`src/wff_pkg.sv`:
```
package wff_pkg;
	// Register indices; the byte address is four times the index.
	localparam logic [3:0] IDX_MASK0  = 4'h1;
	localparam logic [3:0] IDX_MASK3  = 4'h4;
	localparam logic [3:0] IDX_CRC01  = 4'h5;
	localparam logic [3:0] IDX_CRC23  = 4'h6;
	localparam logic [3:0] IDX_OFST   = 4'h7;
	localparam logic [3:0] IDX_LAST   = 4'h8;
	localparam logic [3:0] IDX_CMD    = 4'h9;
	localparam logic [3:0] IDX_WAKE   = 4'hA;
	localparam logic [3:0] IDX_PMR    = 4'hB;
	localparam int         ADDR_LSB   = 2;
	localparam int         NUM_FILT   = 4;
	localparam int         MASK_BITS  = 32;
	// Field layout of the command word.
	localparam int         CMD_W      = 4;
	localparam int         CMD_EN     = 0;
	localparam int         CMD_DA     = 1;
	localparam int         CMD_MC     = 2;
	localparam int         CSCD_LSB   = 16;
	localparam logic [31:0] CMD_WMASK = 32'h0007_7777;
	// Wake control bits.
	localparam int         WAKE_EN    = 1;
	localparam int         WAKE_FLAG  = 5;
	localparam logic [31:0] RST_WORD  = 32'h0000_0000;
	localparam logic [7:0]  RST_BYTE  = 8'h00;
	// Pattern checksum.
	localparam logic [15:0] CRC_POLY  = 16'h8005;
	localparam logic [15:0] CRC_INIT  = 16'hFFFF;
	localparam logic [1:0]  PTR_LAST  = 2'h3;

	// One received frame byte with its framing marks.
	typedef struct packed {
		logic       valid;
		logic       first;
		logic       last;
		logic [7:0] data;
	} wff_byte_s;

	// Address classification of the frame being received.
	typedef struct packed {
		logic destHit;
		logic mcastHit;
	} wff_hit_s;
endpackage

```
`src/wff_filter_bank.sv`:
```
// Our own choice: the APB interface to the registers.
`timescale 1ns/100ps
module wff_filter_bank (
	input  wire logic                clock,
	input  wire logic                rst_n,
	input  wire logic                psel,
	input  wire logic                penable,
	input  wire logic                pwrite,
	input  wire logic [5:0]          paddr,
	input  wire logic [31:0]         pwdata,
	output logic      [31:0]         prdata,
	output logic                     pready,
	output logic                     pslverr,
	input  wire wff_pkg::wff_byte_s  rxByte,
	input  wire wff_pkg::wff_hit_s   rxHit,
	output logic                     frameWakeFlag,
	output logic      [3:0]          filterMatch
);
	import wff_pkg::*;

	// Configuration, wake, frame walk and bus state.
	logic [31:0]          mask_q [NUM_FILT];
	logic [31:0]          mask_d [NUM_FILT];
	logic [31:0]          crc01_q, crc01_d, crc23_q, crc23_d;
	logic [31:0]          ofst_q, ofst_d, last_q, last_d, cmd_q, cmd_d;
	logic [1:0]           ptr_q, ptr_d;
	logic                 wakeEn_q, wakeEn_d, flag_q, flag_d;
	logic [7:0]           pmr_q, pmr_d;
	logic [31:0]          rdata_d;
	logic [31:0]          prdata_d;
	logic                 err_d;
	logic [10:0]          cnt_q, cnt_d;
	logic [15:0]          run_q [NUM_FILT];
	logic [15:0]          run_d [NUM_FILT];
	logic [3:0]           match_q, match_d;
	logic                 wrAcc, rdAcc;
	logic [3:0]           idx;
	logic [3:0]           raw;

	// One step of the pattern checksum over a byte, MSB first.
	// The running value starts from all ones at the first frame byte.
	function automatic logic [15:0] crcStep(input logic [15:0] c,
	                                        input logic [7:0]  b);
		logic [15:0] r;
		r = c;
		for (int i = 7; i >= 0; i--) begin
			if (r[15] ^ b[i]) begin
				r = {r[14:0], 1'b0} ^ CRC_POLY;
			end else begin
				r = {r[14:0], 1'b0};
			end
		end
		return r;
	endfunction

	// Places a byte into a word at the lane given by the fill pointer.
	function automatic logic [31:0] putByte(input logic [31:0] w,
	                                        input logic [1:0]  p,
	                                        input logic [7:0]  b);
		logic [31:0] r;
		r = w;
		r[{p, 3'b000} +: 8] = b;
		return r;
	endfunction

	// Stored checksum of filter n from its shared register.
	function automatic logic [15:0] storedCrc(input int n,
	                                          input logic [31:0] a,
	                                          input logic [31:0] b);
		logic [31:0] w;
		w = (n < 2) ? a : b;
		return (n % 2 == 0) ? w[15:0] : w[31:16];
	endfunction

	// Filter number served by a byte-mask register index.
	function automatic logic [1:0] maskLane(input logic [3:0] i);
		logic [3:0] d;
		d = i - IDX_MASK0;
		return d[1:0];
	endfunction

	// Bus decode: register index, write access and read setup cycle.
	assign idx    = paddr[5:ADDR_LSB];
	assign wrAcc  = psel && penable && pwrite;
	assign rdAcc  = psel && !penable && !pwrite;
	assign pready = 1'b1;

	// Filter configuration: byte assembly through the shared fill pointer.
	always_comb begin
		for (int n = 0; n < NUM_FILT; n++) begin
			mask_d[n] = mask_q[n];
		end
		crc01_d  = crc01_q;
		crc23_d  = crc23_q;
		ofst_d   = ofst_q;
		last_d   = last_q;
		cmd_d    = cmd_q;
		ptr_d    = ptr_q;
		// One pointer serves every filter register, so word loads must not
		// be interleaved; indices A and B leave it where it is.
		if (wrAcc && idx >= IDX_MASK0 && idx <= IDX_CMD) begin
			ptr_d = (ptr_q == PTR_LAST) ? 2'h0 : ptr_q + 2'h1;
			unique case (idx)
				IDX_CRC01: crc01_d = putByte(crc01_q, ptr_q, pwdata[7:0]);
				IDX_CRC23: crc23_d = putByte(crc23_q, ptr_q, pwdata[7:0]);
				IDX_OFST:  ofst_d = putByte(ofst_q, ptr_q, pwdata[7:0]);
				IDX_LAST:  last_d = putByte(last_q, ptr_q, pwdata[7:0]);
				IDX_CMD: begin
					cmd_d = putByte(cmd_q, ptr_q, pwdata[7:0]) & CMD_WMASK;
				end
				default: begin
					mask_d[maskLane(idx)] = putByte(mask_q[maskLane(idx)],
						ptr_q, pwdata[7:0]);
				end
			endcase
		end
	end

	// Wake control, power management byte and the sticky wake flag.
	// A match in the same cycle as a clearing write leaves the flag set.
	always_comb begin
		wakeEn_d = wakeEn_q;
		pmr_d    = pmr_q;
		flag_d   = flag_q;
		if (wrAcc && idx == IDX_WAKE) begin
			wakeEn_d = pwdata[WAKE_EN];
			if (pwdata[WAKE_FLAG]) begin
				flag_d = 1'b0;
			end
		end
		if (wrAcc && idx == IDX_PMR) begin
			pmr_d  = pwdata[7:0];
			flag_d = 1'b0;
		end
		if (|match_d) begin
			flag_d = 1'b1;
		end
	end

	// Read data and error answer for the addressed register; unmapped
	// indices answer with an error and read as zero.
	always_comb begin
		rdata_d = RST_WORD;
		err_d   = 1'b0;
		unique case (idx)
			IDX_CRC01: rdata_d = crc01_q;
			IDX_CRC23: rdata_d = crc23_q;
			IDX_OFST:  rdata_d = ofst_q;
			IDX_LAST:  rdata_d = last_q;
			IDX_CMD:   rdata_d = cmd_q;
			IDX_WAKE: begin
				rdata_d[WAKE_EN]   = wakeEn_q;
				rdata_d[WAKE_FLAG] = flag_q;
			end
			IDX_PMR:   rdata_d = {24'h00_0000, pmr_q};
			default: begin
				if (idx >= IDX_MASK0 && idx <= IDX_MASK3) begin
					rdata_d = mask_q[maskLane(idx)];
				end else begin
					err_d = 1'b1;
				end
			end
		endcase
	end

	// Read data is taken in the setup cycle and stands through the access.
	assign prdata_d = rdAcc ? rdata_d : prdata;
	assign pslverr  = psel && penable && err_d;

	// Frame walk: byte count, checksum of masked bytes, end-of-frame test.
	always_comb begin
		logic [10:0] pos;
		logic [10:0] start;
		logic [15:0] base;
		logic        use_b;
		logic        ok;
		pos     = 11'h000;
		start   = 11'h000;
		base    = CRC_INIT;
		use_b   = 1'b0;
		ok      = 1'b0;
		cnt_d   = cnt_q;
		match_d = 4'h0;
		raw     = 4'h0;
		for (int n = 0; n < NUM_FILT; n++) begin
			run_d[n] = run_q[n];
		end
		if (rxByte.valid) begin
			if (rxByte.first) begin
				cnt_d = 11'h001;
			end else if (cnt_q != '1) begin
				cnt_d = cnt_q + 11'h001; // Saturates on long frames.
			end
			// Byte k feeds filter n from twice its offset on, as masked.
			for (int n = 0; n < NUM_FILT; n++) begin
				start = {2'b00, ofst_q[n*8 +: 8], 1'b0};
				pos   = (rxByte.first ? 11'h000 : cnt_q) - start;
				use_b = (rxByte.first ? 11'h000 : cnt_q) >= start &&
					pos < MASK_BITS[10:0] && mask_q[n][pos[4:0]];
				base  = rxByte.first ? CRC_INIT : run_q[n];
				run_d[n] = use_b ? crcStep(base, rxByte.data) : base;
				ok = run_d[n] == storedCrc(n, crc01_q, crc23_q) &&
					cmd_q[n*CMD_W + CMD_EN] &&
					(!cmd_q[n*CMD_W + CMD_DA] || rxHit.destHit) &&
					(!cmd_q[n*CMD_W + CMD_MC] || rxHit.mcastHit);
				raw[n] = rxByte.last && ok;
			end
			// A cascaded pair matches only when both of its filters hit.
			for (int n = 0; n < NUM_FILT; n++) begin
				ok = raw[n];
				if (n > 0 && cmd_q[CSCD_LSB + n - 1]) begin
					ok = ok && raw[n-1];
				end
				if (n < NUM_FILT - 1 && cmd_q[CSCD_LSB + n]) begin
					ok = ok && raw[n+1];
				end
				match_d[n] = ok && wakeEn_q;
			end
		end
	end

	// Filter configuration registers; all clear on reset.
	// The fill pointer restarts at lane zero on every reset.
	always_ff @(posedge clock or negedge rst_n) begin
		if (!rst_n) begin
			for (int n = 0; n < NUM_FILT; n++) begin
				mask_q[n] <= RST_WORD;
			end
			crc01_q <= RST_WORD;
			crc23_q <= RST_WORD;
			ofst_q  <= RST_WORD;
			last_q  <= RST_WORD;
			cmd_q   <= RST_WORD;
			ptr_q   <= 2'h0;
		end else begin
			for (int n = 0; n < NUM_FILT; n++) begin
				mask_q[n] <= mask_d[n];
			end
			crc01_q <= crc01_d;
			crc23_q <= crc23_d;
			ofst_q  <= ofst_d;
			last_q  <= last_d;
			cmd_q   <= cmd_d;
			ptr_q   <= ptr_d;
		end
	end

	// Wake control registers and the sticky flag.
	// Detection stays off until software sets the enable.
	always_ff @(posedge clock or negedge rst_n) begin
		if (!rst_n) begin
			wakeEn_q <= 1'b0;
			pmr_q    <= RST_BYTE;
			flag_q   <= 1'b0;
		end else begin
			wakeEn_q <= wakeEn_d;
			pmr_q    <= pmr_d;
			flag_q   <= flag_d;
		end
	end

	// Frame walk state: byte count, running checksums and match pulses.
	// The count saturates so a long frame cannot wrap into the masks.
	always_ff @(posedge clock or negedge rst_n) begin
		if (!rst_n) begin
			for (int n = 0; n < NUM_FILT; n++) begin
				run_q[n] <= CRC_INIT;
			end
			cnt_q   <= 11'h000;
			match_q <= 4'h0;
		end else begin
			for (int n = 0; n < NUM_FILT; n++) begin
				run_q[n] <= run_d[n];
			end
			cnt_q   <= cnt_d;
			match_q <= match_d;
		end
	end

	// Read data register; it only moves in the setup cycle of a read.
	always_ff @(posedge clock or negedge rst_n) begin
		if (!rst_n) begin
			prdata <= RST_WORD;
		end else begin
			prdata <= prdata_d;
		end
	end

	// Outputs come straight from their registers.
	assign frameWakeFlag = flag_q;
	assign filterMatch   = match_q;
endmodule

```
`config.mk`:
```
export PLATFORM = sky130hd
export DESIGN_NAME = wff_filter_bank
export DESIGN_NICKNAME = d
export VERILOG_FILES = /design/src/wff_pkg.sv /design/src/wff_filter_bank.sv
export SDC_FILE = /design/constraint.sdc
export NUM_CORES = 1
export LEC_CHECK = 0
export ABC_AREA = 1
export BUFFER_PORTS_ARGS = -buffer_cell sky130_fd_sc_hd__buf_4
export CORE_AREA = 2 2 241 243
export CTS_BUF_LIST = sky130_fd_sc_hd__clkbuf_16
export DETAILED_ROUTE_END_ITERATION = 8
export DIE_AREA = 0 0 243 245
export GPL_TIMING_DRIVEN = 0
export PLACE_DENSITY_LB_ADDON = 0.3
export SYNTH_ARGS = -nofsm -noshare
export SYNTH_HDL_FRONTEND = slang
export SYNTH_SLANG_ARGS = --single-unit
```
`constraint.sdc`:
```
create_clock -name clock -period 4.4 [get_ports clock]
set_clock_uncertainty 0.15 [all_clocks]
set_input_delay 0.22 -clock clock [delete_from_list [all_inputs] [get_ports clock]]
set_output_delay 0.22 -clock clock [all_outputs]
set_load 0.01 [all_outputs]
```
Word level (Yosys, flattened, before mapping)
Cells that the tools add are included.

Register bits after elaboration: 394. Input port bits: 56. Output and inout port bits: 39. Logic and storage cells: 323.

Add/subtract/negate cells: 8. Order comparisons: 17. Eq/ne operators: 13. Shift operators: 2. Muxes and demuxes: 121. Bitwise operators: 66. Reductions and logical operators: 76.

Operators with widths (number): $mux W16 (72); $bwmux W32 (6); $pmux W26 S7 (1); $bwmux W128 (1); $mux W32 (4); $not A3 Y3 (32); $bmux W32 S2 (1); $demux W32 S2 (1); $eq A16 B16 Y1 (4); $ge A11 B9 Y1 (4); $logic_and A1 B1 Y1 (44); $lt A11 B6 Y1 const B (4); $sub A11 B9 Y11 (4); $mux W11 (3); $shift A8 B7 Y32 const A (1); $shiftx A8 B7 Y32 (1); $xor A1 B1 Y1 (32); $lt A5 B6 Y1 const B (4); $mux W1 (22); $pmux W1 S7 (3); $pmux W3 S7 (1); $bmux W1 S5 (4); $eq A4 B4 Y1 const B (4); $reduce_and A2 Y1 (8); other kinds (23) (42).

Logic depth before layout (Yosys ltp)
Gate-level depths: netlist (run 1).

Word-level depth: 42. Gate-level depth with buffers: 35.

Worst setup path after synthesis (run 1)
Ideal clock, no wire load.

Path kind: input-to-reg. Start point: input port rxByte[9] (netlist bit). End point: register flag_q, in the netlist frameWakeFlag. Library setup time: 0.068 ns. Arrival time: 3.886 ns. Slack: 0.295 ns. Stages on the path: 29. Cells stage by stage: buf_6 -> buf_2 -> buf_2 -> buf_2 -> buf_2 -> buf_1 -> nor2_1 -> ha_1 -> buf_2 -> a21oi_1 -> nand2_1 -> nand2_1 -> nand2_1 -> nand2_1 -> nand2_1 -> nor2_1 -> nand4_2 -> nor2_4 -> buf_4 -> nand3_1 -> nand3_1 -> nand2_1 -> nor2_1 -> nand3_1 -> o21ai_1 -> nand2_1 -> nor2_1 -> nor2_1 -> nand3_1.

Longest elaborated chain between the ends: 42. Elaborated cells between the ends (all ways): 212. Those cells by class: add/sub: 4; order compare: 8; eq/ne: 4; mux: 95; bitwise: 64; reduce/logical: 37.

RTL lines: start, declared (RTL line wff_filter_bank.sv:14) `input wire wff_pkg::wff_byte_s rxByte,`; $mux W16 (RTL line wff_filter_bank.sv:200) `base = rxByte.first ? CRC_INIT : run_q[n];`; $xor A1 B1 Y1 or $not A3 Y3 (tied branches); $mux W16 (RTL line wff_filter_bank.sv:47) `if (r[15] ^ b[i]) begin`; $mux W16 (RTL line wff_filter_bank.sv:188) `if (rxByte.valid) begin`; $xor A1 B1 Y1 (RTL line wff_filter_bank.sv:47); $mux W16 (RTL line wff_filter_bank.sv:47); $mux W16 (RTL line wff_filter_bank.sv:188); $xor A1 B1 Y1 (RTL line wff_filter_bank.sv:47); (+26 left out); $logic_and A1 B1 Y1 (RTL line wff_filter_bank.sv:215) `ok = ok && raw[n+1];`; $mux W1 (RTL line wff_filter_bank.sv:214) `if (n < NUM_FILT - 1 && cmd_q[CSCD_LSB + n]) begin`; $mux W1 (RTL line wff_filter_bank.sv:188); $logic_and A1 B1 Y1 (RTL line wff_filter_bank.sv:217) `match_d[n] = ok && wakeEn_q;`; $mux W4 (*) (RTL line wff_filter_bank.sv:188); $reduce_or A4 Y1 (*) (RTL line wff_filter_bank.sv:135) `if (|match_d) begin`; $reduce_bool A3 Y1 (no source line); $reduce_and A2 Y1 (no source line); end signal, assigned (RTL line wff_filter_bank.sv:258) `flag_q <= flag_d;`; end, declared (RTL line wff_filter_bank.sv:27) `logic wakeEn_q, wakeEn_d, flag_q, flag_d;`.

Every way passes the cells marked *; elsewhere a longest branch is shown, timed or not. The select of a mux whose other input is x is not followed. A chain may end at the register's enable or synchronous reset.

Worst setup path after layout (run 1)
Same ends and word-level chain as after synthesis.

==> flow_summary.yaml, run 1 <==
yosys:
  number_of_flops_mapped_to_enable_cells_by_yosys: 0
  netlist.top_cell.by_area: "dfrtp_1"
  synth.avg_cell_area_um2: 6.76
  synth_warnings: 0
  synthTopCellsByCount: "nand2_1, inv_1, o21ai_0"
  synth_flop_cell: "dfrtp_1"
  synthTopCellsByArea: "dfrtp_1, nand2_1, o21ai_0, dfstp_2, inv_1"
  post_synth_num_cell_types: 52
  synthArstFlopShare: 1.00
  synth_largest_type_area_fraction: 0.326
  synth_cells: 3748
  syn-num-nets: 3851
  ys_seq_elements: 394
  post-synth-top-count-cell: "nand2_1"
  synth_seq_area_share: 0.392
  netlist_area_um2: 25400
global_routing:
  grt_util_all_layers: 0.339
  grt_first_pass_wirelength_um: 151000
  grt_start_max_net_pins: 112
  grt-ovfl-total: 0
  antenna_found_initial: 1
  via_count_of_the_first_global_routing_pass: 24094
detailed_routing:
  detail_route.wirelength_um: 102000
  detail_route.first_pass.iterations: 6
  ant_nets: 0
  post_drt_via_cell_ratio: 5.59
  vias: 26202
  detail_route.drc_violations: 0
  detail_route.wl_per_cell_um: 21.9
  detail_route.iter0.violations: 2805
place:
  placement.setup.worst_slack_ps: -2340
  post-dp-hpwl_um: 80900
  io_buffer_count: 61
  gp_congestion: 1.00
floorplanning:
  start_util: 0.444
  die_width_um: 243
  top_level_ports: 95
  dieArea_um2: 59500
  core-area_um2: 57000
  floorplan.rows: 88
  chipHeight_um: 245
sta:
  setup_slack_ps: 96.9
  drv_slew: 0
  fin_crit_sh: 0.978
  min_period_ps: 4300
  max-slew-margin-rel: 0.245
  final_hold_viol_count: 0
  final-setup-viol-count: 0
  tns_ps: 0
  worst_pin_slew_ps: 1130
  setup_repair_after_global_routing_missed_its_margin: "true"
  timing.fmax_mhz: 232
  whs_ps: 23.6
cells_and_area:
  fill_cells: 6014
  layout.area.seq_um2: 9940
  final_core_utilization: 0.503
  multi_input_area_um2: 13100
  syn2layout_area_growth_pct: 13.2
  num-nets-final: 3985
  fraction_of_final_layout_cells_sized_beyond_drive_strength_1: 0.0834
pwr:
  switching_share_of_power: 0.400
  clkPwrFrac: 0.307
  finalPower_mw: 12.8
  ir_worst_vdd_mv: 0.289
  p_seq_frac: 0.374
  design_internal_power_mw: 7.67
  power-per-cell-area_nw_per_um2: 446
  leakagePower_nw: 14.4
  share_comb_of_total_power: 0.320
  total_switching_power_mw: 5.11
worst_setup_path:
  critical_path.startpoint_type: "primary input"
  max_stage_delay_ps: 710
  crit_required_ps: 4780
  timing.critical_path.mode_cell: "nand2_1"
  crit_fanout: 19
  reg2regPathDepth: 25
  endpoint: "frameWakeFlag"
  cp.arrival_ps: 4680
  regToRegEndpoint: "frameWakeFlag"
  timing.critical_path.max_delay_family: "simple AND/OR/NAND/NOR gates"
  timing.rr.start: "cnt_q[2]"
  cp_num_cells: 28
  launch_point_of_the_critical_path: "rxByte[9]"
  timing.critical_path.buf_inv: 9
  critPathKind: "in -> reg"
  reg2reg_setup_slack_ps: 120
  critical-path-slowest-cell: "fa_2"
  end_kind: "flip-flop"
run_status:
  outcome: "completed"
hold_path:
  hold_class: "in -> reg"
clock_network:
  reg_clk_slew_reported_paths_ps: 60
  clk_path_buf_depth: 3
  tritoncts_clock_tree: "done"
  worstSkewPairLatency_ps: 600
  total_clock_buffers_created_by_cts: 48
  cts.sinks: 394
  htree_levels: 2
  clock-root-buffer: "clkbuf_16"
job:
  max-cap-violations: 0
-- per-layer routing --
layer	track usage	vias to the layer above	routed length, um
met5	0	-	0
met4	0.183	0	6410
met3	0.0541	291	9020
met2	0.532	1351	45100
met1	0.451	12232	42000
li1	-	12328	-
-- power groups by stage --
stage | registers [mW] | clock network (mW) | logic [mW]
2_1_floorplan | 4.64 | 0 | 2.49
5_1_grt | 4.83 | 4.10 | 4.45
4_1_cts | 4.75 | 3.94 | 3.94
3_5_place_dp | 4.81 | 0 | 3.90
6_report | 4.78 | 3.92 | 4.09
3_3_place_gp | 4.80 | 0 | 3.86
-- placed cells by master (no fill, tap or decap), types with 64 or more instances in the layout --
cell type,instances
o21ai_0,342
nand2_1,1404
dfstp_2,64
buf_4,78
nor2_1,240
dfrtp_1,330
a21oi_1,88
inv_1,433
nand3_1,292
clkbuf_1,97
-- state kept, by name, indices dropped and copies added, names as in the netlist, 15 cells and up --
| signal | cells |
|---|---|
| crc01_q | 32 |
| last_q | 32 |
| run_q | 64 |
| crc23_q | 32 |
| ofst_q | 32 |
| mask_q | 128 |
| prdata | 32 |
| cmd_q | 15 |
-- worst min-delay path: cells and delay by family --
kind	cells	cell delay, ps
buf+inv	1	130
compound gates	2	380
-- cells by family (layout without fill, tap and decap cells) --
logic type | after synthesis | after routing | synth area share
buf+inv | 585 | 757 | 0.0940
xor+xnor | 53 | 53 | 0.0183
other cells | 1 | 2 | 0.000148
fa+ha+maj | 47 | 47 | 0.0244
compound gates | 581 | 581 | 0.128
flops | 394 | 394 | 0.392
simple gates | 2071 | 2071 | 0.336
mux | 16 | 16 | 0.00711
-- timing repair --
item / CTS / global route
buffers inserted: 2 / 10
hold endpoints to repair: 130 / 0
hold buffers: 12 / 0
pin swaps: 1 / 4
endpoints found under the setup margin: 69 / 77
gates resized for setup: 19 / 20
-- cell type report --
cell class / count / area share
clock inverter: 39 / 0.00959
timing repair buffer: 89 / 0.0268
sequential: 394 / 0.346
inverter: 436 / 0.0573
tap: 765 / 0.0333
clock buffer: 49 / 0.0427
buffer: 144 / 0.0258
multi-input combinational: 2769 / 0.458
antenna: 1 / 0.0000872
-- how the worst min path moves through the flow --
stage | start | endpoint | slack (ps) | depth (start not counted)
floorplan | rst_n | cmd_q[0] | -230 | 0
global placement | run_q[24] | run_q[24] | 310 | 2
detailed placement | rst_n | crc01_q[30] | 180 | 1
CTS | paddr[5] | ptr_q[1] | 3 | 4
global route | paddr[5] | ptr_q[0] | 50 | 3
finish | paddr[5] | ptr_q[0] | 20 | 3
-- through the flow --
step	area, um^2	std cells
after detailed placement	26900	4578
after CTS	28600	4678
after floorplan	25400	3748
after global placement	26800	4574
after global routing	28700	4686
final	28700	4686
(Power assumes the default switching activity.)
==> run 2: changes to the inputs <==
Settings changed: CELL_PAD_IN_SITES_DETAIL_PLACEMENT set to 0, CELL_PAD_IN_SITES_GLOBAL_PLACEMENT set to 2, CORE_AREA 2 2 241 243 to 2 2 269 271, DIE_AREA 0 0 243 245 to 0 0 271 273.
==> flow_summary.yaml, run 2 (synthesis gave the netlist of run 1 again) <==
detailed_routing:
  detail_route.wl_per_cell_um: 22.9
  detail_route.drc_violations: 0
  ant_nets: 0
  detail_route.wirelength_um: 112000
  post_drt_via_cell_ratio: 5.22
  vias: 25455
  detail_route.iter0.violations: 2333
  detail_route.first_pass.iterations: 6
sta:
  final_hold_viol_count: 0
  fin_crit_sh: 0.962
  setup_repair_after_global_routing_missed_its_margin: "true"
  max-slew-margin-rel: 0.235
  drv_slew: 0
  worst_pin_slew_ps: 1140
  min_period_ps: 4230
  whs_ps: 33.9
  final-setup-viol-count: 0
  timing.fmax_mhz: 236
  tns_ps: 0
  setup_slack_ps: 167
global_routing:
  globalRouteMet3Util: 0.0319
  grt-ovfl-total: 0
  globalRouteMet2Util: 0.496
  via_count_of_the_first_global_routing_pass: 24345
  antenna_found_initial: 0
  grt_start_max_net_pins: 114
  grt_first_pass_wirelength_um: 163000
  grt_util_all_layers: 0.299
  groute.layer.met1.usage: 0.402
  busiest_layer: "met2"
clock_network:
  cts.sinks: 394
  htree_levels: 2
  clock-root-buffer: "clkbuf_16"
  tritoncts_clock_tree: "done"
  worstSkewPairLatency_ps: 620
  clk_path_buf_depth: 3
  total_clock_buffers_created_by_cts: 49
  reg_clk_slew_reported_paths_ps: 60
worst_setup_path:
  endpoint: "filterMatch[1]"
  end_kind: "flip-flop"
  crit_fanout: 10
  cp.arrival_ps: 4590
  timing.rr.start: "cnt_q[2]"
  critical_path.startpoint_type: "flip-flop"
  critPathKind: "reg -> reg"
  crit_required_ps: 4760
  reg2reg_setup_slack_ps: 170
  regToRegEndpoint: "filterMatch[1]"
  launch_point_of_the_critical_path: "cnt_q[2]"
  reg2regPathDepth: 22
cells_and_area:
  fraction_of_final_layout_cells_sized_beyond_drive_strength_1: 0.0871
  largest_register_ff_count: 128
  final_design_area_no_fill_um2: 29100
  layout.cells.most_common: "nand2_1"
  finish.cell_count_without_fillers: 4877
  final_core_utilization: 0.410
  regMostFlops: "mask_q"
  fill_cells: 7787
  num_antenna_cells: 0
  num-nets-final: 3991
  biggestRegsByFlops: "mask_q: 128 flops, run_q: 64 flops"
  syn2layout_area_growth_pct: 14.8
  most-common-layout-cells: "nand2_1, inv_1, o21ai_0"
place:
  io_buffer_count: 61
  gp_congestion: 0.943
  postPlaceCellArea_um2: 27100
  post-dp-hpwl_um: 90100
  post-place-cells: 4763
  placement.setup.worst_slack_ps: -2660
job:
  max-cap-violations: 0
floorplanning:
  start_util: 0.357
  top_level_ports: 95
  core-area_um2: 71000
  chipHeight_um: 273
  dieArea_um2: 74000
  floorplan.rows: 98
  die_width_um: 271
pwr:
  ir_worst_vdd_mv: 0.282
  power-per-cell-area_nw_per_um2: 448
  finalPower_mw: 13.0
  leakagePower_nw: 14.4
hold_path:
  worst_hold_path.num_cells: 5
  hold_class: "in -> reg"
run_status:
  outcome: "completed"
==> run 2: cell count changes in the layout (fill, tap and decap cells not counted), moves of 2 or more <==
cell      delta
inv_2        -2
nand2_4      +3
clkinv_1     +2
inv_1        -4
nand2_1      -2
inv_6        +3
clkbuf_2     +2
buf_12       +2
==> run 2: power breakdown <==
group	leakage [nW]	switching (mW)	internal, mW
clock	0.801	1.76	2.31
combinational	8.98	3.04	1.18
sequential	4.65	0.462	4.28
total	14.4	5.27	7.78
==> run 2: worst min-delay path by stage <==
stage	slack, ps	start	to
after floorplan	-230	rst_n	cmd_q[0]
after global placement	310	run_q[24]	run_q[24]
after detailed placement	230	rst_n	prdata[14]
after CTS	10	psel	prdata[4]
after global routing	40	psel	prdata[6]
final	30	rxByte[10]	frameWakeFlag
==> run 2: final cells by class <==
class / count / area, um^2 / area share
clock buffer: 49 / 1230 / 0.0421
timing repair buffer: 93 / 827 / 0.0284
clock inverter: 41 / 327 / 0.0112
inverter: 436 / 1650 / 0.0567
tap: 950 / 1190 / 0.0409
buffer: 145 / 751 / 0.0258
sequential: 394 / 9940 / 0.342
multi-input combinational: 2769 / 13200 / 0.453
==> run 2: per-layer routing <==
metal	up-vias	wire length (um)
met3	198	5900
met4	0	4690
met2	805	51500
met5	-	0
met1	12103	49400
li1	12349	-
==> run 2: timing repair <==
item / CTS / global route
setup endpoints to repair: 74 / 38
pin swaps: 7 / 3
hold endpoints to repair: 78 / 0
buffers inserted: 13 / 2
hold buffers: 13 / 0
resized for setup: 34 / 19
==> run 2: critical path, stage by stage (launching register included) <==
cell and delay [ps]:
dfrtp_1 340, inv_1 90, nor2_4 200, clkinvlp_4 240
fa_2 580, inv_1 230, nand3_1 140, nand2_1 130
nand2_1 60, nand3_1 130, nand2_4 140, inv_2 200
nand2_4 110, buf_6 170, nand2_1 100, o21ai_1 120
nand2_1 110, nand2_1 60, nor2_1 100, nand3_1 210
nor2_1 170, nand2_1 70, nor3_2 270
==> run 3: changes to the inputs <==
Settings changed: ABC_CLOCK_PERIOD_IN_PS set to 4400, CELL_PAD_IN_SITES_DETAIL_PLACEMENT 0 to 1, CELL_PAD_IN_SITES_GLOBAL_PLACEMENT 2 to 1, CORE_AREA 2 2 269 271 to 2 2 241 243, DIE_AREA 0 0 271 273 to 0 0 243 245, REMOVE_ABC_BUFFERS set to 1.
==> flow_summary.yaml, run 3 (synthesis gave the netlist of run 1 again) <==
global_routing:
  grt_start_max_net_pins: 117
  grt_first_pass_wirelength_um: 156000
  grt-ovfl-total: 0
  antenna_found_initial: 2
  grt_util_all_layers: 0.341
  via_count_of_the_first_global_routing_pass: 26157
detailed_routing:
  post_drt_via_cell_ratio: 5.73
  vias: 26209
  ant_nets: 0
  detail_route.iter0.violations: 2446
  detail_route.wl_per_cell_um: 22.7
  detail_route.wirelength_um: 104000
  detail_route.first_pass.iterations: 6
  detail_route.drc_violations: 0
cells_and_area:
  biggestRegsByFlops: "mask_q: 128 flops, run_q: 64 flops"
  multi_input_area_um2: 13300
  final_core_utilization: 0.500
  layout.cells.most_common: "nand2_1"
  syn2layout_area_growth_pct: 12.6
  regMostFlops: "mask_q"
  layout.area.seq_um2: 9940
  fill_cells: 7548
  num_antenna_cells: 0
  most-common-layout-cells: "nand2_1, inv_1, o21ai_0"
  num-nets-final: 3876
  largest_register_ff_count: 128
  final_design_area_no_fill_um2: 28500
  fraction_of_final_layout_cells_sized_beyond_drive_strength_1: 0.0890
clock_network:
  reg_clk_slew_reported_paths_ps: 60
  worstSkewPairLatency_ps: 630
  clk_path_buf_depth: 3
  htree_levels: 2
  total_clock_buffers_created_by_cts: 48
  clock-root-buffer: "clkbuf_16"
  tritoncts_clock_tree: "done"
  cts.sinks: 394
worst_setup_path:
  critical-path-slowest-cell: "fa_2"
  end_kind: "flip-flop"
  timing.critical_path.buf_inv: 6
  critical_path.cell_chain: "inv_1, nor2_4, clkinvlp_4, buf_4, fa_2, inv_4, nand3_1, nand3_1, nand2_1, nand2_1, nand2_4, nor2_4, buf_12, o21ai_0, xor2_1, nor2_1, nand3_2, nor2_1, nand2_1, nand2_1, inv_1, nand3_1"
  critical_path.startpoint_type: "flip-flop"
  timing.critical_path.max_delay_family: "simple AND/OR/NAND/NOR gates"
  crit_fanout: 15
  cp.arrival_ps: 4710
  timing.critical_path.mode_cell: "nand2_1"
  crit_required_ps: 4800
  critPathKind: "reg -> reg"
  max_stage_delay_ps: 610
floorplanning:
  core-area_um2: 57000
  floorplan.rows: 88
  die_width_um: 243
  chipHeight_um: 245
  top_level_ports: 95
  start_util: 0.444
  dieArea_um2: 59500
run_status:
  outcome: "completed"
sta:
  min_period_ps: 4310
  fin_crit_sh: 0.980
  final_hold_viol_count: 0
  worst_pin_slew_ps: 1220
  max-slew-margin-rel: 0.182
  timing.fmax_mhz: 232
  final-setup-viol-count: 0
  drv_slew: 0
pwr:
  leakagePower_nw: 14.2
  ir_worst_vdd_mv: 0.289
  power-per-cell-area_nw_per_um2: 451
  finalPower_mw: 12.9
place:
  post-dp-hpwl_um: 74300
  gp_congestion: 0.947
  io_buffer_count: 67
  postPlaceCellArea_um2: 26400
job:
  max-cap-violations: 0
hold_path:
  hold_class: "in -> async"
-- run 3: cell count changes in the layout (fill, tap and decap cells not counted), moves of 5 or more --
cell and change:
clkinv_2 -8, nor2_4 +5, nor2_2 +6, buf_2 -9, buf_6 -21, clkbuf_1 -96, nor2_1 -5, buf_1 -9
clkinvlp_4 +6, buf_12 +5
-- run 3: final cells by class --
cell class                      count  area share
Timing Repair Buffer              114      0.0392
Timing Repair inverter              3    0.000702
Clock inverter                     39     0.00969
Tap cell                          765      0.0335
Sequential cell                   394       0.348
Multi-Input combinational cell   2776       0.467
Clock buffer                       49      0.0430
Inverter                          436      0.0588
-- run 3: metrics by stage --
step	instances	hold slack, ps	TNS [ps]	worst slack [ps]
final	4576	27.2	0	90.0
after global routing	4576	34.8	-7.70	-7.70
after CTS	4555	0.547	-27.1	-16.3
after detailed placement	4442	-14.9	-144630	-1710
after global placement	4431	307	-1431740	-6240
after floorplan	3599	-226	-84980	-1220
-- run 3: worst paths after layout --
kind | end | slack [ps] | startpoint | depth (start not counted)
max | frameWakeFlag | 90 | cnt_q[2] | 22
max in group asynchronous | prdata[14] | 2650 | rst_n | 5
max reg2reg | frameWakeFlag | 90 | cnt_q[2] | 22
min reg2reg | run_q[24] | 320 | run_q[24] | 2
min | mask_q[57] | 30 | rst_n | 3
min in group clock | prdata[24] | 30 | psel | 6
-- run 3: what timing repair did --
item,4_1_cts,5_1_grt
pin swaps,5,16
setup buffers,6,16
hold buffers,14,0
endpoints found under the setup margin,86,98
endpoints found under the hold margin,244,0
cloned,5,5
gates resized for setup,28,33
-- run 3: where the power goes --
part / internal [mW] / leakage, nW / switching [mW]
Clock: 2.24 / 0.782 / 1.72
Combinational: 1.16 / 8.80 / 3.02
Sequential: 4.28 / 4.65 / 0.443
-- run 3: tightest hold or removal path, stage by stage --
cell	delay, ps
dlygate4sd3_1	560
buf_8	140
buf_12	220
-- run 3: per-layer routing --
metal / vias up / wire length, um / part of all wire / global-route usage
met4: 4 / 5560 / 0.053 / 0.173
li1: 12083 / - / - / -
met1: 12887 / 44600 / 0.43 / 0.460
met3: 260 / 6560 / 0.063 / 0.0445
met5: - / 27 / 0.00026 / 0
met2: 975 / 47300 / 0.45 / 0.541
